`config.mk`:
```
export PLATFORM = sky130hd
export DESIGN_NAME = cct_timer_channel
export DESIGN_NICKNAME = d
export VERILOG_FILES = /design/src/include/cct_pkg.sv /design/src/hw/cct_timer_channel.sv /design/src/hw/cct_edge_detect.sv
export SDC_FILE = /design/constraint.sdc
export NUM_CORES = 1
export LEC_CHECK = 0
export BUFFER_PORTS_ARGS = -buffer_cell sky130_fd_sc_hd__buf_2
export CAP_MARGIN = 20
export CORE_UTILIZATION = 50
export CTS_CLUSTER_SIZE = 8
export DETAILED_ROUTE_END_ITERATION = 8
export GPL_TIMING_DRIVEN = 0
export PLACE_DENSITY = 0.72
export SLEW_MARGIN = 20
export SYNTH_ARGS = -nofsm -noshare
export SYNTH_HDL_FRONTEND = slang
export SYNTH_SLANG_ARGS = --single-unit
```
`constraint.sdc`:
```
create_clock -name clk_sys -period 6.4 [get_ports clk_sys]
set_input_delay 0.32 -clock clk_sys [delete_from_list [all_inputs] [get_ports clk_sys]]
set_output_delay 0.32 -clock clk_sys [all_outputs]
set_load 0.05 [all_outputs]
```
`src/include/cct_pkg.sv`:
```
// Shared constants for the compare/capture timer channel.
// Assumes a single clock domain and a synchronous, active-high reset.
package cct_pkg;

  localparam int CNT_W = 16;

  // Reset values of the count, compare and buffer registers, then the clear and step values
  localparam logic [CNT_W-1:0] CNT_RST = 16'h0000;
  localparam logic [CNT_W-1:0] CMP_RST = 16'h0000;
  localparam logic [CNT_W-1:0] CNT_ZERO = 16'h0000;
  localparam logic [CNT_W-1:0] CNT_ONE = 16'h0001;

  // Values for a single pulse
  localparam logic [CNT_W-1:0] ONESHOT_BUF_C = 16'hffff;
  localparam logic [CNT_W-1:0] ONESHOT_BUF_D = 16'hfffe;

  // Pin action on a compare match
  localparam logic [1:0] ACT_NONE = 2'h0;
  localparam logic [1:0] ACT_LOW = 2'h1;
  localparam logic [1:0] ACT_HIGH = 2'h2;
  localparam logic [1:0] ACT_TOGGLE = 2'h3;

  // Channel mode
  localparam logic MODE_NORMAL = 1'b0;
  localparam logic MODE_PULSE = 1'b1;

  // Capture edge selection
  localparam logic [1:0] EDGE_RISE = 2'h0;
  localparam logic [1:0] EDGE_FALL = 2'h1;
  localparam logic [1:0] EDGE_BOTH = 2'h2;

  // Capture destination
  localparam logic CAP_TO_A = 1'b0;
  localparam logic CAP_TO_B = 1'b1;

  // Software write targets
  localparam logic [2:0] WR_COUNT = 3'h0;
  localparam logic [2:0] WR_CMP_A = 3'h1;
  localparam logic [2:0] WR_CMP_B = 3'h2;
  localparam logic [2:0] WR_BUF_C = 3'h3;
  localparam logic [2:0] WR_BUF_D = 3'h4;

endpackage

```
`src/hw/cct_timer_channel.sv`:
```
// Single compare/capture timer channel with one up-count, cleared by match B or by a capture when enabled.
// Assumes control inputs and the capture pin are synchronous to clk_sys;
// software access arrives as a plain write strobe with a target select.
module cct_timer_channel #(
  parameter int CNT_W = cct_pkg::CNT_W
) (
  input  wire logic             clk_sys,
  input  wire logic             sys_rst,
  input  wire logic             count_run,
  input  wire logic             mode_sel,
  input  wire logic             buffer_en,
  input  wire logic [1:0]       act_a,
  input  wire logic [1:0]       act_b,
  input  wire logic             cap_pin,
  input  wire logic [1:0]       cap_edge_sel,
  input  wire logic             cap_dest,
  input  wire logic             cap_clear_en,
  input  wire logic             wr_en,
  input  wire logic [2:0]       wr_sel,
  input  wire logic [CNT_W-1:0] wr_data,
  output logic                  pulse_out,
  output logic                  irq_cmp_a,
  output logic                  irq_cmp_b,
  output logic                  irq_capture,
  output logic                  irq_overflow,
  output logic [CNT_W-1:0]      running_count,
  output logic [CNT_W-1:0]      compare_a,
  output logic [CNT_W-1:0]      compare_b
);

  if (CNT_W != cct_pkg::CNT_W) begin : g_width_check
    $error("CNT_W must match the package count width");
  end

  localparam logic [CNT_W-1:0] CNT_MAX = {CNT_W{1'b1}};

  logic [CNT_W-1:0] count_q;
  logic [CNT_W-1:0] count_d;
  logic [CNT_W-1:0] cmp_a_q;
  logic [CNT_W-1:0] cmp_a_d;
  logic [CNT_W-1:0] cmp_b_q;
  logic [CNT_W-1:0] cmp_b_d;
  logic [CNT_W-1:0] buf_c_q;
  logic [CNT_W-1:0] buf_c_d;
  logic [CNT_W-1:0] buf_d_q;
  logic [CNT_W-1:0] buf_d_d;
  logic             pin_q;
  logic             pin_d;
  logic             irq_a_q;
  logic             irq_a_d;
  logic             irq_b_q;
  logic             irq_b_d;
  logic             irq_cap_q;
  logic             irq_cap_d;
  logic             irq_ovf_q;
  logic             irq_ovf_d;

  logic cap_edge;
  logic pulse_mode;
  logic match_a;
  logic match_b;
  logic cap_hit;
  logic cnt_clear;
  logic cnt_step;
  logic wr_count;
  logic wr_cmp_a;
  logic wr_cmp_b;

  cct_edge_detect u_edge (
    .clk_sys  (clk_sys),
    .sys_rst  (sys_rst),
    .pin_in   (cap_pin),
    .edge_sel (cap_edge_sel),
    .edge_hit (cap_edge)
  );

  function automatic logic apply_act(input logic [1:0] act,
                                     input logic       cur);
    unique case (act)
      cct_pkg::ACT_LOW:    apply_act = 1'b0;
      cct_pkg::ACT_HIGH:   apply_act = 1'b1;
      cct_pkg::ACT_TOGGLE: apply_act = ~cur;
      default:             apply_act = cur;
    endcase
  endfunction

  always_comb begin
    pulse_mode = (mode_sel == cct_pkg::MODE_PULSE);
    // Matches are taken on the present count, so a match at start
    // is seen in the first running cycle
    match_a = count_run & pulse_mode & (count_q == cmp_a_q);
    match_b = count_run & pulse_mode & (count_q == cmp_b_q);
    cap_hit = count_run & ~pulse_mode & cap_edge;
    cnt_clear = match_b | (cap_hit & cap_clear_en);
    cnt_step = count_run & ~cnt_clear;
    wr_count = wr_en & (wr_sel == cct_pkg::WR_COUNT);
    wr_cmp_a = wr_en & (wr_sel == cct_pkg::WR_CMP_A);
    wr_cmp_b = wr_en & (wr_sel == cct_pkg::WR_CMP_B);

    // Software writes win over hardware updates of the same register;
    // software is expected to stop counting before it reloads
    count_d = count_q;
    if (wr_count) begin
      count_d = wr_data;
    end else if (cnt_clear) begin
      count_d = cct_pkg::CNT_ZERO;
    end else if (cnt_step) begin
      count_d = count_q + cct_pkg::CNT_ONE;
    end

    cmp_a_d = cmp_a_q;
    if (wr_cmp_a) begin
      cmp_a_d = wr_data;
    end else if (match_a && buffer_en) begin
      cmp_a_d = buf_c_q;
    end else if (cap_hit && cap_dest == cct_pkg::CAP_TO_A) begin
      cmp_a_d = count_q;
    end

    cmp_b_d = cmp_b_q;
    if (wr_cmp_b) begin
      cmp_b_d = wr_data;
    end else if (match_b && buffer_en) begin
      cmp_b_d = buf_d_q;
    end else if (cap_hit && cap_dest == cct_pkg::CAP_TO_B) begin
      cmp_b_d = count_q;
    end

    buf_c_d = (wr_en && wr_sel == cct_pkg::WR_BUF_C) ? wr_data : buf_c_q;
    buf_d_d = (wr_en && wr_sel == cct_pkg::WR_BUF_D) ? wr_data : buf_d_q;

    // On a simultaneous match only B acts, on the old pin, so equal compares hold
    // the pin steady instead of pulsing
    pin_d = pin_q;
    if (match_a) begin
      pin_d = apply_act(act_a, pin_d);
    end
    if (match_b) begin
      pin_d = apply_act(act_b, match_a ? pin_q : pin_d);
    end

    irq_a_d = match_a;
    irq_b_d = match_b;
    irq_cap_d = cap_hit;
    irq_ovf_d = cnt_step & ~wr_count & (count_q == CNT_MAX);
  end

  always_ff @(posedge clk_sys) begin
    if (sys_rst) begin
      count_q <= cct_pkg::CNT_RST;
      cmp_a_q <= cct_pkg::CMP_RST;
      cmp_b_q <= cct_pkg::CMP_RST;
      buf_c_q <= cct_pkg::CMP_RST;
      buf_d_q <= cct_pkg::CMP_RST;
      pin_q <= 1'b0;
      irq_a_q <= 1'b0;
      irq_b_q <= 1'b0;
      irq_cap_q <= 1'b0;
      irq_ovf_q <= 1'b0;
    end else begin
      count_q <= count_d;
      cmp_a_q <= cmp_a_d;
      cmp_b_q <= cmp_b_d;
      buf_c_q <= buf_c_d;
      buf_d_q <= buf_d_d;
      pin_q <= pin_d;
      irq_a_q <= irq_a_d;
      irq_b_q <= irq_b_d;
      irq_cap_q <= irq_cap_d;
      irq_ovf_q <= irq_ovf_d;
    end
  end

  always_comb begin
    pulse_out = pin_q;
    irq_cmp_a = irq_a_q;
    irq_cmp_b = irq_b_q;
    irq_capture = irq_cap_q;
    irq_overflow = irq_ovf_q;
    running_count = count_q;
    compare_a = cmp_a_q;
    compare_b = cmp_b_q;
  end

  a_match_a_high: assert property (@(posedge clk_sys) disable iff (sys_rst)
    match_a && !match_b && act_a == cct_pkg::ACT_HIGH |=> pulse_out)
    else $error("pin not high after match A");

  a_match_b_low: assert property (@(posedge clk_sys) disable iff (sys_rst)
    match_b && act_b == cct_pkg::ACT_LOW |=> !pulse_out)
    else $error("pin not low after match B");

  a_toggle_act: assert property (@(posedge clk_sys) disable iff (sys_rst)
    match_a && !match_b && act_a == cct_pkg::ACT_TOGGLE
    |=> pulse_out != $past(pulse_out))
    else $error("toggle action did not invert the pin");

  a_buffer_c_load: assert property (@(posedge clk_sys) disable iff (sys_rst)
    match_a && buffer_en && !wr_cmp_a |=> compare_a == $past(buf_c_q))
    else $error("compare_a not reloaded from buffer_c");

  a_match_b_clear: assert property (@(posedge clk_sys) disable iff (sys_rst)
    match_b && !wr_count ##0 (buffer_en && !wr_cmp_b)
    |=> running_count == cct_pkg::CNT_ZERO
        && compare_b == $past(buf_d_q))
    else $error("match B did not clear count or reload compare_b");

  a_start_match: assert property (@(posedge clk_sys) disable iff (sys_rst)
    $rose(count_run) && pulse_mode && count_q == cmp_a_q
    |=> irq_cmp_a)
    else $error("match A at start was missed");

  a_capture_copy: assert property (@(posedge clk_sys) disable iff (sys_rst)
    cap_hit && cap_dest == cct_pkg::CAP_TO_A && !wr_cmp_a
    |=> compare_a == $past(count_q) && irq_capture)
    else $error("capture did not copy the count");

  a_capture_clear: assert property (@(posedge clk_sys) disable iff (sys_rst)
    cap_hit && cap_clear_en && !wr_count
    |=> running_count == cct_pkg::CNT_ZERO)
    else $error("capture did not clear the count");

  a_overflow_wrap: assert property (@(posedge clk_sys) disable iff (sys_rst)
    count_run && !cnt_clear && !wr_count && count_q == CNT_MAX
    |=> running_count == cct_pkg::CNT_ZERO && irq_overflow)
    else $error("count did not wrap with an overflow request");

  a_equal_steady: assert property (@(posedge clk_sys) disable iff (sys_rst)
    match_a && match_b && act_a == cct_pkg::ACT_HIGH
    && act_b == cct_pkg::ACT_LOW |=> !pulse_out)
    else $error("equal compares produced a pulse");

  a_reset_idle: assert property (@(posedge clk_sys)
    $past(sys_rst) |-> !pulse_out && running_count == cct_pkg::CNT_ZERO
      && compare_a == cct_pkg::CMP_RST)
    else $error("state not cleared by reset");

endmodule

```
`src/hw/cct_edge_detect.sv`:
```
// Edge detector for the capture input pin.
// Assumes the pin is already synchronous to clk_sys.
module cct_edge_detect (
  input  wire logic       clk_sys,
  input  wire logic       sys_rst,
  input  wire logic       pin_in,
  input  wire logic [1:0] edge_sel,
  output logic            edge_hit
);

  logic prev_q;
  logic prev_d;

  always_comb begin
    prev_d = pin_in;
    unique case (edge_sel)
      cct_pkg::EDGE_RISE: edge_hit = pin_in & ~prev_q;
      cct_pkg::EDGE_FALL: edge_hit = ~pin_in & prev_q;
      cct_pkg::EDGE_BOTH: edge_hit = pin_in ^ prev_q;
      default:            edge_hit = 1'b0;
    endcase
  end

  // Pin assumed low at reset, so a pin high out of reset reads as rising
  always_ff @(posedge clk_sys) begin
    if (sys_rst) begin
      prev_q <= 1'b0;
    end else begin
      prev_q <= prev_d;
    end
  end

endmodule

```
Yosys cells after proc, flatten, opt, wreduce, memory -nomap -nowiden
Cells that the tools add are included.
{ "totals": {"register_bits": 86, "in_bits": 34} }
{ "op_classes": {"add_sub_neg": 1, "eq_ne": 15, "n_mux": 15, "bitwise_logic": 24, "reduce_logical": 11} }
{ "ops": {"columns": ["cell", "n"], "rows": [
  ["16-bit 2-to-1 mux", 9],
  ["16-bit == test", 2],
  ["16-bit by 1-bit adder with 16-bit output (second input constant)", 1],
  ["16-bit == test (second input constant)", 1],
  ["1-bit bitwise AND", 14],
  ["2-bit == test (second input constant)", 5],
  ["1-bit one-hot mux with 3 select lines", 3],
  ["3-bit nonzero test", 3],
  ["1-bit inverter", 8],
  ["2-bit by 1-bit == test with 1-bit output (second input constant)", 3],
  ["3-bit by 2-bit == test with 1-bit output (second input constant)", 2],
  ["1-bit logical AND", 6],
  ["3-bit by 1-bit == test with 1-bit output (second input constant)", 1],
  ["3-bit == test (second input constant)", 1],
  ["3-bit zero test", 1],
  ["1-bit 2-to-1 mux", 3],
  ["2-bit zero test", 1],
  ["1-bit bitwise OR", 1],
  ["1-bit bitwise XOR", 1]
]} }

Depth between registers and ports, before layout
Gate-level depths: netlist of the first run.
{ "depth": {"word_depth": 11, "depth_mapped": 9, "ltp_nobuf": 8} }

By module
Synthesis of the first run repeated with hierarchy kept, for this count alone.
{ "unflattened": {"hier_cells": 601, "area_unflattened_um2": 4735.8} }
{ "by_module_without_submodules": {"columns": ["module", "instances", "cells_per_inst", "area_each_um2"], "rows": [
  ["cct_timer_channel", 1, 592, 4657.0],
  ["cct_edge_detect", 1, 9, 78.8]
]} }

Worst setup path after synthesis of the first run
No wires, ideal clock.
{ "synth_timing": {"path_kind": "reg-to-reg", "startpoint": "register count_q[13], in the netlist running_count[13]", "endpoint": "register cmp_a_q[14], in the netlist compare_a[14]", "t_arrival_ns": 2.393, "path_slack_ns": 3.918, "path_stages_with_launch": 10, "path_buffers": 3, "path_cell_list": "dfxtp_1 > buf_2 > nand2b_1 > nand4_1 > nor4_1 > buf_2 > buf_2 > a211o_1 > o31ai_1 > o32ai_2"} }
{ "synth_between": {"elab_chain_len": 5} }
{ "synth_rtl": {"columns": ["element", "line_no", "source"], "rows": [
  ["start, declared", "cct_timer_channel.sv:37", "logic [CNT_W-1:0] count_q;"],
  ["start signal, assigned", "cct_timer_channel.sv:150", "count_q <= cct_pkg::CNT_RST;"],
  ["start signal, assigned", "cct_timer_channel.sv:161", "count_q <= count_d;"],
  ["16-bit == test (*)", "cct_timer_channel.sv:91", "match_a = count_run & pulse_mode & (count_q == cmp_a_q);"],
  ["1-bit bitwise AND (*)", "cct_timer_channel.sv:91", null],
  ["1-bit logical AND (*)", "cct_timer_channel.sv:114", "end else if (match_a && buffer_en) begin"],
  ["16-bit 2-to-1 mux", "cct_timer_channel.sv:114", null],
  ["16-bit 2-to-1 mux", "cct_timer_channel.sv:112", "if (wr_cmp_a) begin"],
  ["end signal, assigned", "cct_timer_channel.sv:151", "cmp_a_q <= cct_pkg::CMP_RST;"],
  ["end signal, assigned", "cct_timer_channel.sv:162", "cmp_a_q <= cmp_a_d;"],
  ["end, declared", "cct_timer_channel.sv:39", "logic [CNT_W-1:0] cmp_a_q;"]
]} }
Every way passes the cells marked *; elsewhere a longest branch is shown, timed or not.
A chain may end at the register's enable or synchronous reset.

Final worst setup path of the first run
{ "layout_timing": {"startpoint": "register count_q[0], in the netlist running_count[0]", "endpoint": "register irq_ovf_q, in the netlist irq_overflow"} }
{ "layout_between": {"elab_chain_len": 7} }
{ "layout_rtl": {"columns": ["element", "line_no", "source"], "rows": [
  ["16-bit == test", "cct_timer_channel.sv:92", "match_b = count_run & pulse_mode & (count_q == cmp_b_q);"],
  ["1-bit bitwise AND", "cct_timer_channel.sv:92", null],
  ["1-bit bitwise OR", "cct_timer_channel.sv:94", "cnt_clear = match_b | (cap_hit & cap_clear_en);"],
  ["1-bit inverter", "cct_timer_channel.sv:95", "cnt_step = count_run & ~cnt_clear;"],
  ["1-bit bitwise AND", "cct_timer_channel.sv:95", null],
  ["1-bit bitwise AND", "cct_timer_channel.sv:145", "irq_ovf_d = cnt_step & ~wr_count & (count_q == CNT_MAX);"],
  ["1-bit bitwise AND (*)", "cct_timer_channel.sv:145", null],
  ["end signal, assigned", "cct_timer_channel.sv:170", "irq_ovf_q <= irq_ovf_d;"],
  ["end, declared", "cct_timer_channel.sv:55", "logic irq_ovf_q;"]
]} }
Marks and branches as above.

==> results of run 1 <==
-- critical path, cell delays in order (launching register included) --
cell	delay (ns)
dfxtp_1	0.36
buf_2	0.25
xnor2_1	0.15
nand4_1	0.21
nor2_1	0.09
clkbuf_1	0.25
a21oi_1	0.67
buf_2	0.35
inv_1	0.06
nor4_1	0.31
-- path summary, 6_finish.rpt --
| check | start | endpoint | slack [ns] | cells past startpoint |
|---|---|---|---|---|
| worst min register to register | buf_c_q[11]$_SDFFE_PP0P_ | buf_c_q[11]$_SDFFE_PP0P_ | 0.46 | 2 |
| worst min-delay path | cap_pin | u_edge.prev_q$_SDFF_PP0_ | 0.23 | 3 |
| worst max-delay path | running_count[0]$_SDFFE_PP0P_ | irq_overflow$_SDFF_PP0_ | 3.59 | 9 |
| worst max register to register | running_count[0]$_SDFFE_PP0P_ | irq_overflow$_SDFF_PP0_ | 3.59 | 9 |
-- per-layer routing --
layer  vias to the layer above  wire (um)
met5                         -          0
met3                        38       1230
met2                       250       7470
met1                      2358       6730
li1                       2326          -
met4                         0        354
-- cells in the final DEF (no fill, tap or decap), types with 2 or more instances in the layout --
master,n
o31ai_1,17
or2_2,2
nand2_1,101
a22o_1,7
a31oi_1,2
xnor2_1,19
buf_6,2
nand4_1,9
a211o_1,17
o32ai_1,6
a211oi_1,11
o2bb2ai_1,9
a32oi_1,2
xor2_1,9
nand3_1,13
o21bai_1,8
inv_1,32
dfxtp_1,86
clkbuf_1,30
a21oi_1,46
nor2b_1,2
a41oi_1,7
ha_1,3
clkbuf_8,10
o21ai_0,22
and3_1,4
nor4_1,3
a221oi_1,9
nor2_1,53
nor3_1,11
a22oi_1,6
o32ai_2,10
buf_2,105
a31o_2,2
clkinvlp_4,2
nand2b_1,5
-- Yosys cell counts, types with 10 or more instances --
library cell | instances | area share [%]
xnor2_1 | 19 | 3.5
nand2_1 | 101 | 8.1
o32ai_2 | 10 | 3.5
a21oi_1 | 46 | 4.9
nand3_1 | 13 | 1.4
nor3_1 | 11 | 1.2
a211o_1 | 17 | 3.2
buf_2 | 20 | 2.1
a211oi_1 | 11 | 1.8
dfxtp_1 | 86 | 37
o21ai_0 | 22 | 2.3
o31ai_1 | 17 | 2.7
clkbuf_1 | 27 | 2.2
nor2_1 | 53 | 4.2
inv_1 | 32 | 2.6
-- state kept, by name, summed over array words and instances (netlist names), named ones only --
register       count
irq_overflow       1
buf_d_q           16
compare_b         16
u_edge.prev_q      1
buf_c_q           16
irq_cmp_b          1
irq_cmp_a          1
compare_a         16
running_count     16
irq_capture        1
-- area by class of cell --
cell class / instances / area (um2)
flip-flops and latches: 86 / 1720
inverters: 32 / 120
well taps: 111 / 139
fillers: 878 / 3720
clock inverters: 3 / 20.0
plain buffers: 51 / 233
clock buffers: 13 / 149
multi-input cells: 429 / 2630
repair buffers: 85 / 425
-- kinds of logic after synthesis --
logic type / synth area share (%)
and+or+nand+nor: 19.7
AOI/OAI and AO/OA: 30.1
DFF: 36.6
buffers and inverters: 7.50
xor gates and xnor gates: 5.22
adders and majority gates: 0.798
-- power by group --
group	internal [mW]	total (mW)	switching [mW]
logic	0.0797	0.266	0.186
clock network	0.152	0.351	0.199
registers	0.550	0.561	0.0110
total	0.781	1.18	0.396
-- per-stage QoR --
| stage | setup WS, ns | hold slack, ns | cell area (um2) | std cells |
|---|---|---|---|---|
| finish | 3.59 | 0.232 | 5440 | 810 |
| global route | 3.48 | 0.256 | 5440 | 810 |
| CTS | 3.68 | 0.227 | 5440 | 810 |
| detailed placement | 3.59 | 0.447 | 5270 | 794 |
| global placement | 3.64 | 0.442 | 5270 | 794 |
| floorplan | 3.92 | 0.436 | 4700 | 598 |
==> reports/results.txt, run 1 <==
Relative to the synthesized area, the layout overhead comes to 15.6%. The data arrival time of the critical path came out at 3.07 ns. Routability-driven placement finished with a final weighted congestion of 0.938.

For this configuration, the core starts out at a cell density of 51.4%. The number of nets handed over by synthesis was 635. The tools report the sequential share of the synthesized area as 36.6%. The tool flagged a number of max-cap violations equal to 0. Routed wire length: 15800 um.

The global routing's busiest layer is met2. The run gives 35 as the row count. The buffer type at the clock tree root is clkbuf_8.

Once the clock tree was built, the setup fixing pass inserted 0 buffers. The run finished with clean final reports. For the worst setup path, the data required time is 6.66 ns. The first detailed-routing pass took 6 iterations. The tightest min-delay check is of the input pin to register type. For this run, asynchronously set or reset flops after synthesis account for 0%. The clock-pin slew of the registers on the worst-case setup and hold paths is 0.09 ns. Final count of negative-setup-slack endpoints: 0. The number of buffers created by CTS is 9. The worst setup path is launched from a register. The met3 capacity usage during global routing is 5.74%, and the total count of max-transition violations in the final report is 0. The number of enable flip-flop cells after synthesis came out at 0. The first global-routing pass estimated 24700 um of wire. The tools report the insertion delay to the later sink of the worst-skew pair as 0.36 ns.

Dividing the detail-routed wire length by the instance count gives 19.5 um. Counting I/O delays and the setup requirement, the final critical path takes 2.81 ns. IR analysis of the VDD net gives a maximum drop of 106 uV. The logs give 0 for the number of gates given a new drive strength after cts and 0.0121 ns for the worst clock skew on the final layout. The per-cell via count in the routed design was 6.14; the count of routing violations after the opening detailed-route iteration was 451.

The cell area that synthesis handed to floorplanning was 0.00470 mm2. The count of nets left with antenna violations once routing finished came out at 0. The average cell area after synthesis was 7.86 um2; the via count of the first global-routing pass was 4740.

The total inserted antenna cells came out at 0. In the finished design, the share of the clock period the worst path needs comes to 44.0%. Clock net sink count: 86.

For the count of synthesis-stage warnings from yosys, the log shows 0. The synthesized design contains 86 register bits. The ratio of cells with drive above 1 in the final layout was 19.9%.

For this run, design rule violations remaining after detail routing come to 0. For the pin with the worst max-slew slack, the measured transition is 0.953 ns. 87 I/O pins were placed. The tools report the setup TNS after final layout as 0 ns. For the count of endpoints failing hold in the final timing report, the log shows 0. The total power of the final layout is 1.18 mW, and the largest driver fanout on the critical path is 10. The number of different library cells in the post-synthesis netlist came out at 50. The highest clock rate is 355 MHz. In this run, post-CTS hold repair placed 0 buffers. In this run the tool buffered the top-level ports with 85 buffer cells. The depth of the CTS H-tree came out at 3. The die is 99.0 um tall. The floorplan step defined a die boundary enclosing 0.00980 mm2. Synthesis produced a netlist whose cell count is 598.

Global routing consumed, on the met1 layer, 42.7% of the routing resources. The standard cell core area is 0.00915 mm2, and the met2 usage is 54.1%. The die outline width was 99.0 um. Summed over all layers, the global routing overflow is 0. The via count is 4972. Maximum number of pins on one net before global-route repair: 14. In the final design database the tool counted 731 nets.

The tools report the share of the core filled with cells in the final layout as 59.4%. Detailed placement ended at an HPWL of 11900 um. The worst-case headroom to the max-slew limit came out at 36.0%.

The power density over cell area was 217 mW/mm2; the standby leakage power was 2.25 nW. The clock passes through at most 2 buffers. The most used flip-flop cell after synthesis is dfxtp_1.

By startpoint and endpoint, the worst setup path is classified as register to register. The run gives 0 as the initial antenna violation count. The worst setup path is captured at a register. Setup repair after global routing left no endpoint under its margin.

TritonCTS built the clock tree. The tools report the global-route usage over all layers as 32.6%.
Note: power is estimated with default switching activity, not from simulation.
==> inputs of run 2 (changes only) <==
- PLACE_DENSITY: 0.72 -> 0.75
- clock period: 6.4 -> 2.3 ns (I/O delays scaled with it)
==> reports/results.txt, run 2 (same netlist as run 1, synthesis figures left out) <==
The via count of the first global-routing pass is 4763 (+0.49%). For the initial antenna violation count, the log shows 0 (unchanged). The worst clock skew on the final layout is 0.00571 ns (-0.00640 ns).

The logs give 51.4% (unchanged) for the effective utilization at floorplan and 3.49 mW (+200%) for the total power of the final layout. The average detailed-routed wire length per instance is 19.3 um (-0.88%), and the full die area is 0.00980 mm2 (unchanged). The largest driver fanout on the critical path came out at 10 (unchanged).

The logs give 3 (unchanged) for the depth of the CTS H-tree and 54.5% (+18 points) for the worst-case headroom to the max-slew limit. The tools report the maximum number of pins on one net before global-route repair as 14 (unchanged). The worst-case vdd ir drop was 343 uV (+220%). The library cell used most frequently in the layout, excluding fill and tap cells, is nand2_1. The switching power summed over all nets was 1.12 mW (+180%). For the remaining routing DRC violations, the log shows 0 (unchanged). For the insertion delay to the later sink of the worst-skew pair, the log shows 0.35 ns (about the same). The standard cell core area was 0.00915 mm2 (unchanged). The first-pass GRT wire length was 24400 um (-1.2%). The run gives 2.55 ns (-4.11 ns) as the endpoint required time on the critical path. The count of input and output buffers was 85 (unchanged); the total congestion overflow after global routing was 0 (unchanged). The placed wire-length estimate came out at 11700 um (-1.7%). The highest clock rate was 430 MHz (+21%); the area growth from synthesis to layout was 23.3%. The tools report the share of total power in combinational logic as 24.9% (+2.3 points).

The power density over cell area came out at 602 mW/mm2 (+180%). The final worst slack came out at -0.0269 ns (-3.61 ns). On the critical path, the stage with the largest delay is an instance of nor4_4.

Standby leakage power: 2.37 nW (+5.3%). The clock-pin slew of the registers on the worst-case setup and hold paths is 0.08 ns (about the same), and the setup TNS after final layout is -0.0269 ns (-0.0269 ns). For the routed wire length, the log shows 15800 um (+0.10%). The placed cell count was 794 (unchanged).

The worst setup path is launched from a register. The worst setup path category is register to register. The run gives 45.0% (-2.6 points) as the sequential share of power. The count of routing violations after the opening detailed-route iteration is 463 (+2.7%), and the per-cell via count in the routed design is 6.27 (+2.1%). The clock net sink count came out at 86 (unchanged). The final count of negative-setup-slack endpoints came out at 1 (+1). Among cell families on the critical path, the largest total delay comes from simple AND/OR/NAND/NOR gates. The worst-case hold slack is 0.0396 ns (-0.193 ns). TritonCTS built the clock tree. The share of the clock period used by the worst path is 101% (+57 points), and the weighted congestion reported at the end of routability-driven placement is 0.999 (+6.5%). The delay of the slowest critical-path stage came out at 0.50 ns (-0.17 ns). Setup repair after global routing could not meet its margin everywhere.

Global-route usage over all layers: 32.1% (-0.50 points). The top cell types in the final layout, fill and taps aside, are nand2_1 (101), buf_2 (92), dfxtp_1 (66), nor2_1 (52), a21oi_1 (45). The count of max-cap constraint violations was 0 (unchanged); the count of endpoints failing hold in the final timing report was 0 (unchanged). The tools report the critical path endpoint category as a register. In this run the clock root is driven by a clkbuf_8. The die outline width is 99.0 um (unchanged). The time the worst path needs with I/O delays and setup is 2.33 ns (-0.486 ns), and the number of standard cells in the final layout excluding fillers is 818 (+0.99%). The switching part of the total was 32.2% (-1.5 points); the total buffers and inverters traversed by the critical path was 2 (-2).

Number of buffers created by CTS: 9 (unchanged). The critical path goes through buf_2 > xor2_1 > nor4_2 > nand3_1 > nor4_4 > buf_4 > o21ai_0 > a22o_1. The transition time of the tightest slew-check pin was 0.683 ns (-0.270 ns); the remaining antenna violation count was 0 (unchanged). Row count: 35 (unchanged). The ratio of cells with drive above 1 in the final layout is 27.4% (+7.6 points), and the number of top-level pins is 87 (unchanged). The maximum buffer depth of the clock tree is 2 (unchanged).

The clock power share came out at 30.0% (+0.2 points). The total count of max-transition violations in the final report is 0 (unchanged). The checks that failed: negative setup slack. The length of the first detailed-routing pass in iterations is 6 (unchanged).

The flow ran to the end, but the final reports show violations. The logs give 5128 (+3.1%) for the via count and 740 (+1.2%) for the final layout net count. Y dimension of the die: 99.0 um (unchanged). The data arrival time of the critical path is 2.58 ns (-0.49 ns). The internal power was 2.37 mW (+200%).

Classification of the worst-slack hold path: input pin to register. The tools report the total inserted antenna cells as 0 (unchanged).
==> run 2: changes by cell type in the layout (fill, tap and decap cells not counted), sizes merged <==
cell | before | now
clkinv | 1 | 2
bufinv | 0 | 1
clkbuf | 41 | 39
clkinvlp | 2 | 1
buf | 108 | 117
==> run 2: area by class of cell <==
| class | count | area, um2 |
|---|---|---|
| multi-input combinational | 429 | 2820 |
| timing repair buffer | 100 | 538 |
| clock buffer | 11 | 141 |
| sequential | 86 | 1750 |
| clock inverter | 4 | 47.5 |
| fill | 790 | 3360 |
| inverter | 32 | 120 |
| tap | 111 | 139 |
| buffer | 45 | 246 |
==> run 2: path summary, 6_finish.rpt <==
| path | from | end | slack (ns) | depth (start not counted) |
|---|---|---|---|---|
| setup / recovery | running_count[5]$_SDFFE_PP0P_ | compare_b[9]$_SDFFE_PP0P_ | -0.03 | 8 |
| hold / removal | cap_pin | u_edge.prev_q$_SDFF_PP0_ | 0.04 | 3 |
| setup reg to reg | running_count[5]$_SDFFE_PP0P_ | compare_b[9]$_SDFFE_PP0P_ | -0.03 | 8 |
| hold reg to reg | buf_c_q[4]$_SDFFE_PP0P_ | buf_c_q[4]$_SDFFE_PP0P_ | 0.46 | 2 |
==> run 2: power groups by stage <==
stage / Clock [mW] / Sequential [mW] / Combinational, mW
finish: 1.05 / 1.57 / 0.870
CTS: 1.06 / 1.56 / 0.774
global placement: 0 / 1.60 / 0.704
floorplan: 0 / 1.69 / 0.406
detailed placement: 0 / 1.60 / 0.720
global route: 1.13 / 1.58 / 0.921
==> run 2: metal layers <==
layer	part of all wire (%)	vias up	GRT usage, %
met1	40	2410	40.7
met5	0	-	0
met2	47	319	53.5
met4	3.3	0	13.0
li1	-	2350	-
met3	9.5	49	6.31
==> run 2: what timing repair did <==
item	CTS	global route
pin swaps	3	11
endpoints found under the hold margin	0	0
buffers inserted	3	12
hold buffers	0	0
endpoints found under the setup margin	49	36
gates resized for setup	20	32
==> run 2: worst min-delay path, delay by kind of cell <==
kind                   cells  cell delay, ns
and+or+nand+nor            1            0.09
buffers and inverters      2            0.16
==> run 2: per-stage QoR <==
step           utilization, %  setup WS, ns  area [um2]
6_report                 63.3       -0.0269        5800
5_1_grt                  63.3        -0.121        5800
4_1_cts                  61.3       0.00945        5610
3_5_place_dp             57.9        -0.360        5300
3_3_place_gp             57.9        -0.329        5300
2_1_floorplan               -       0.00923        4730
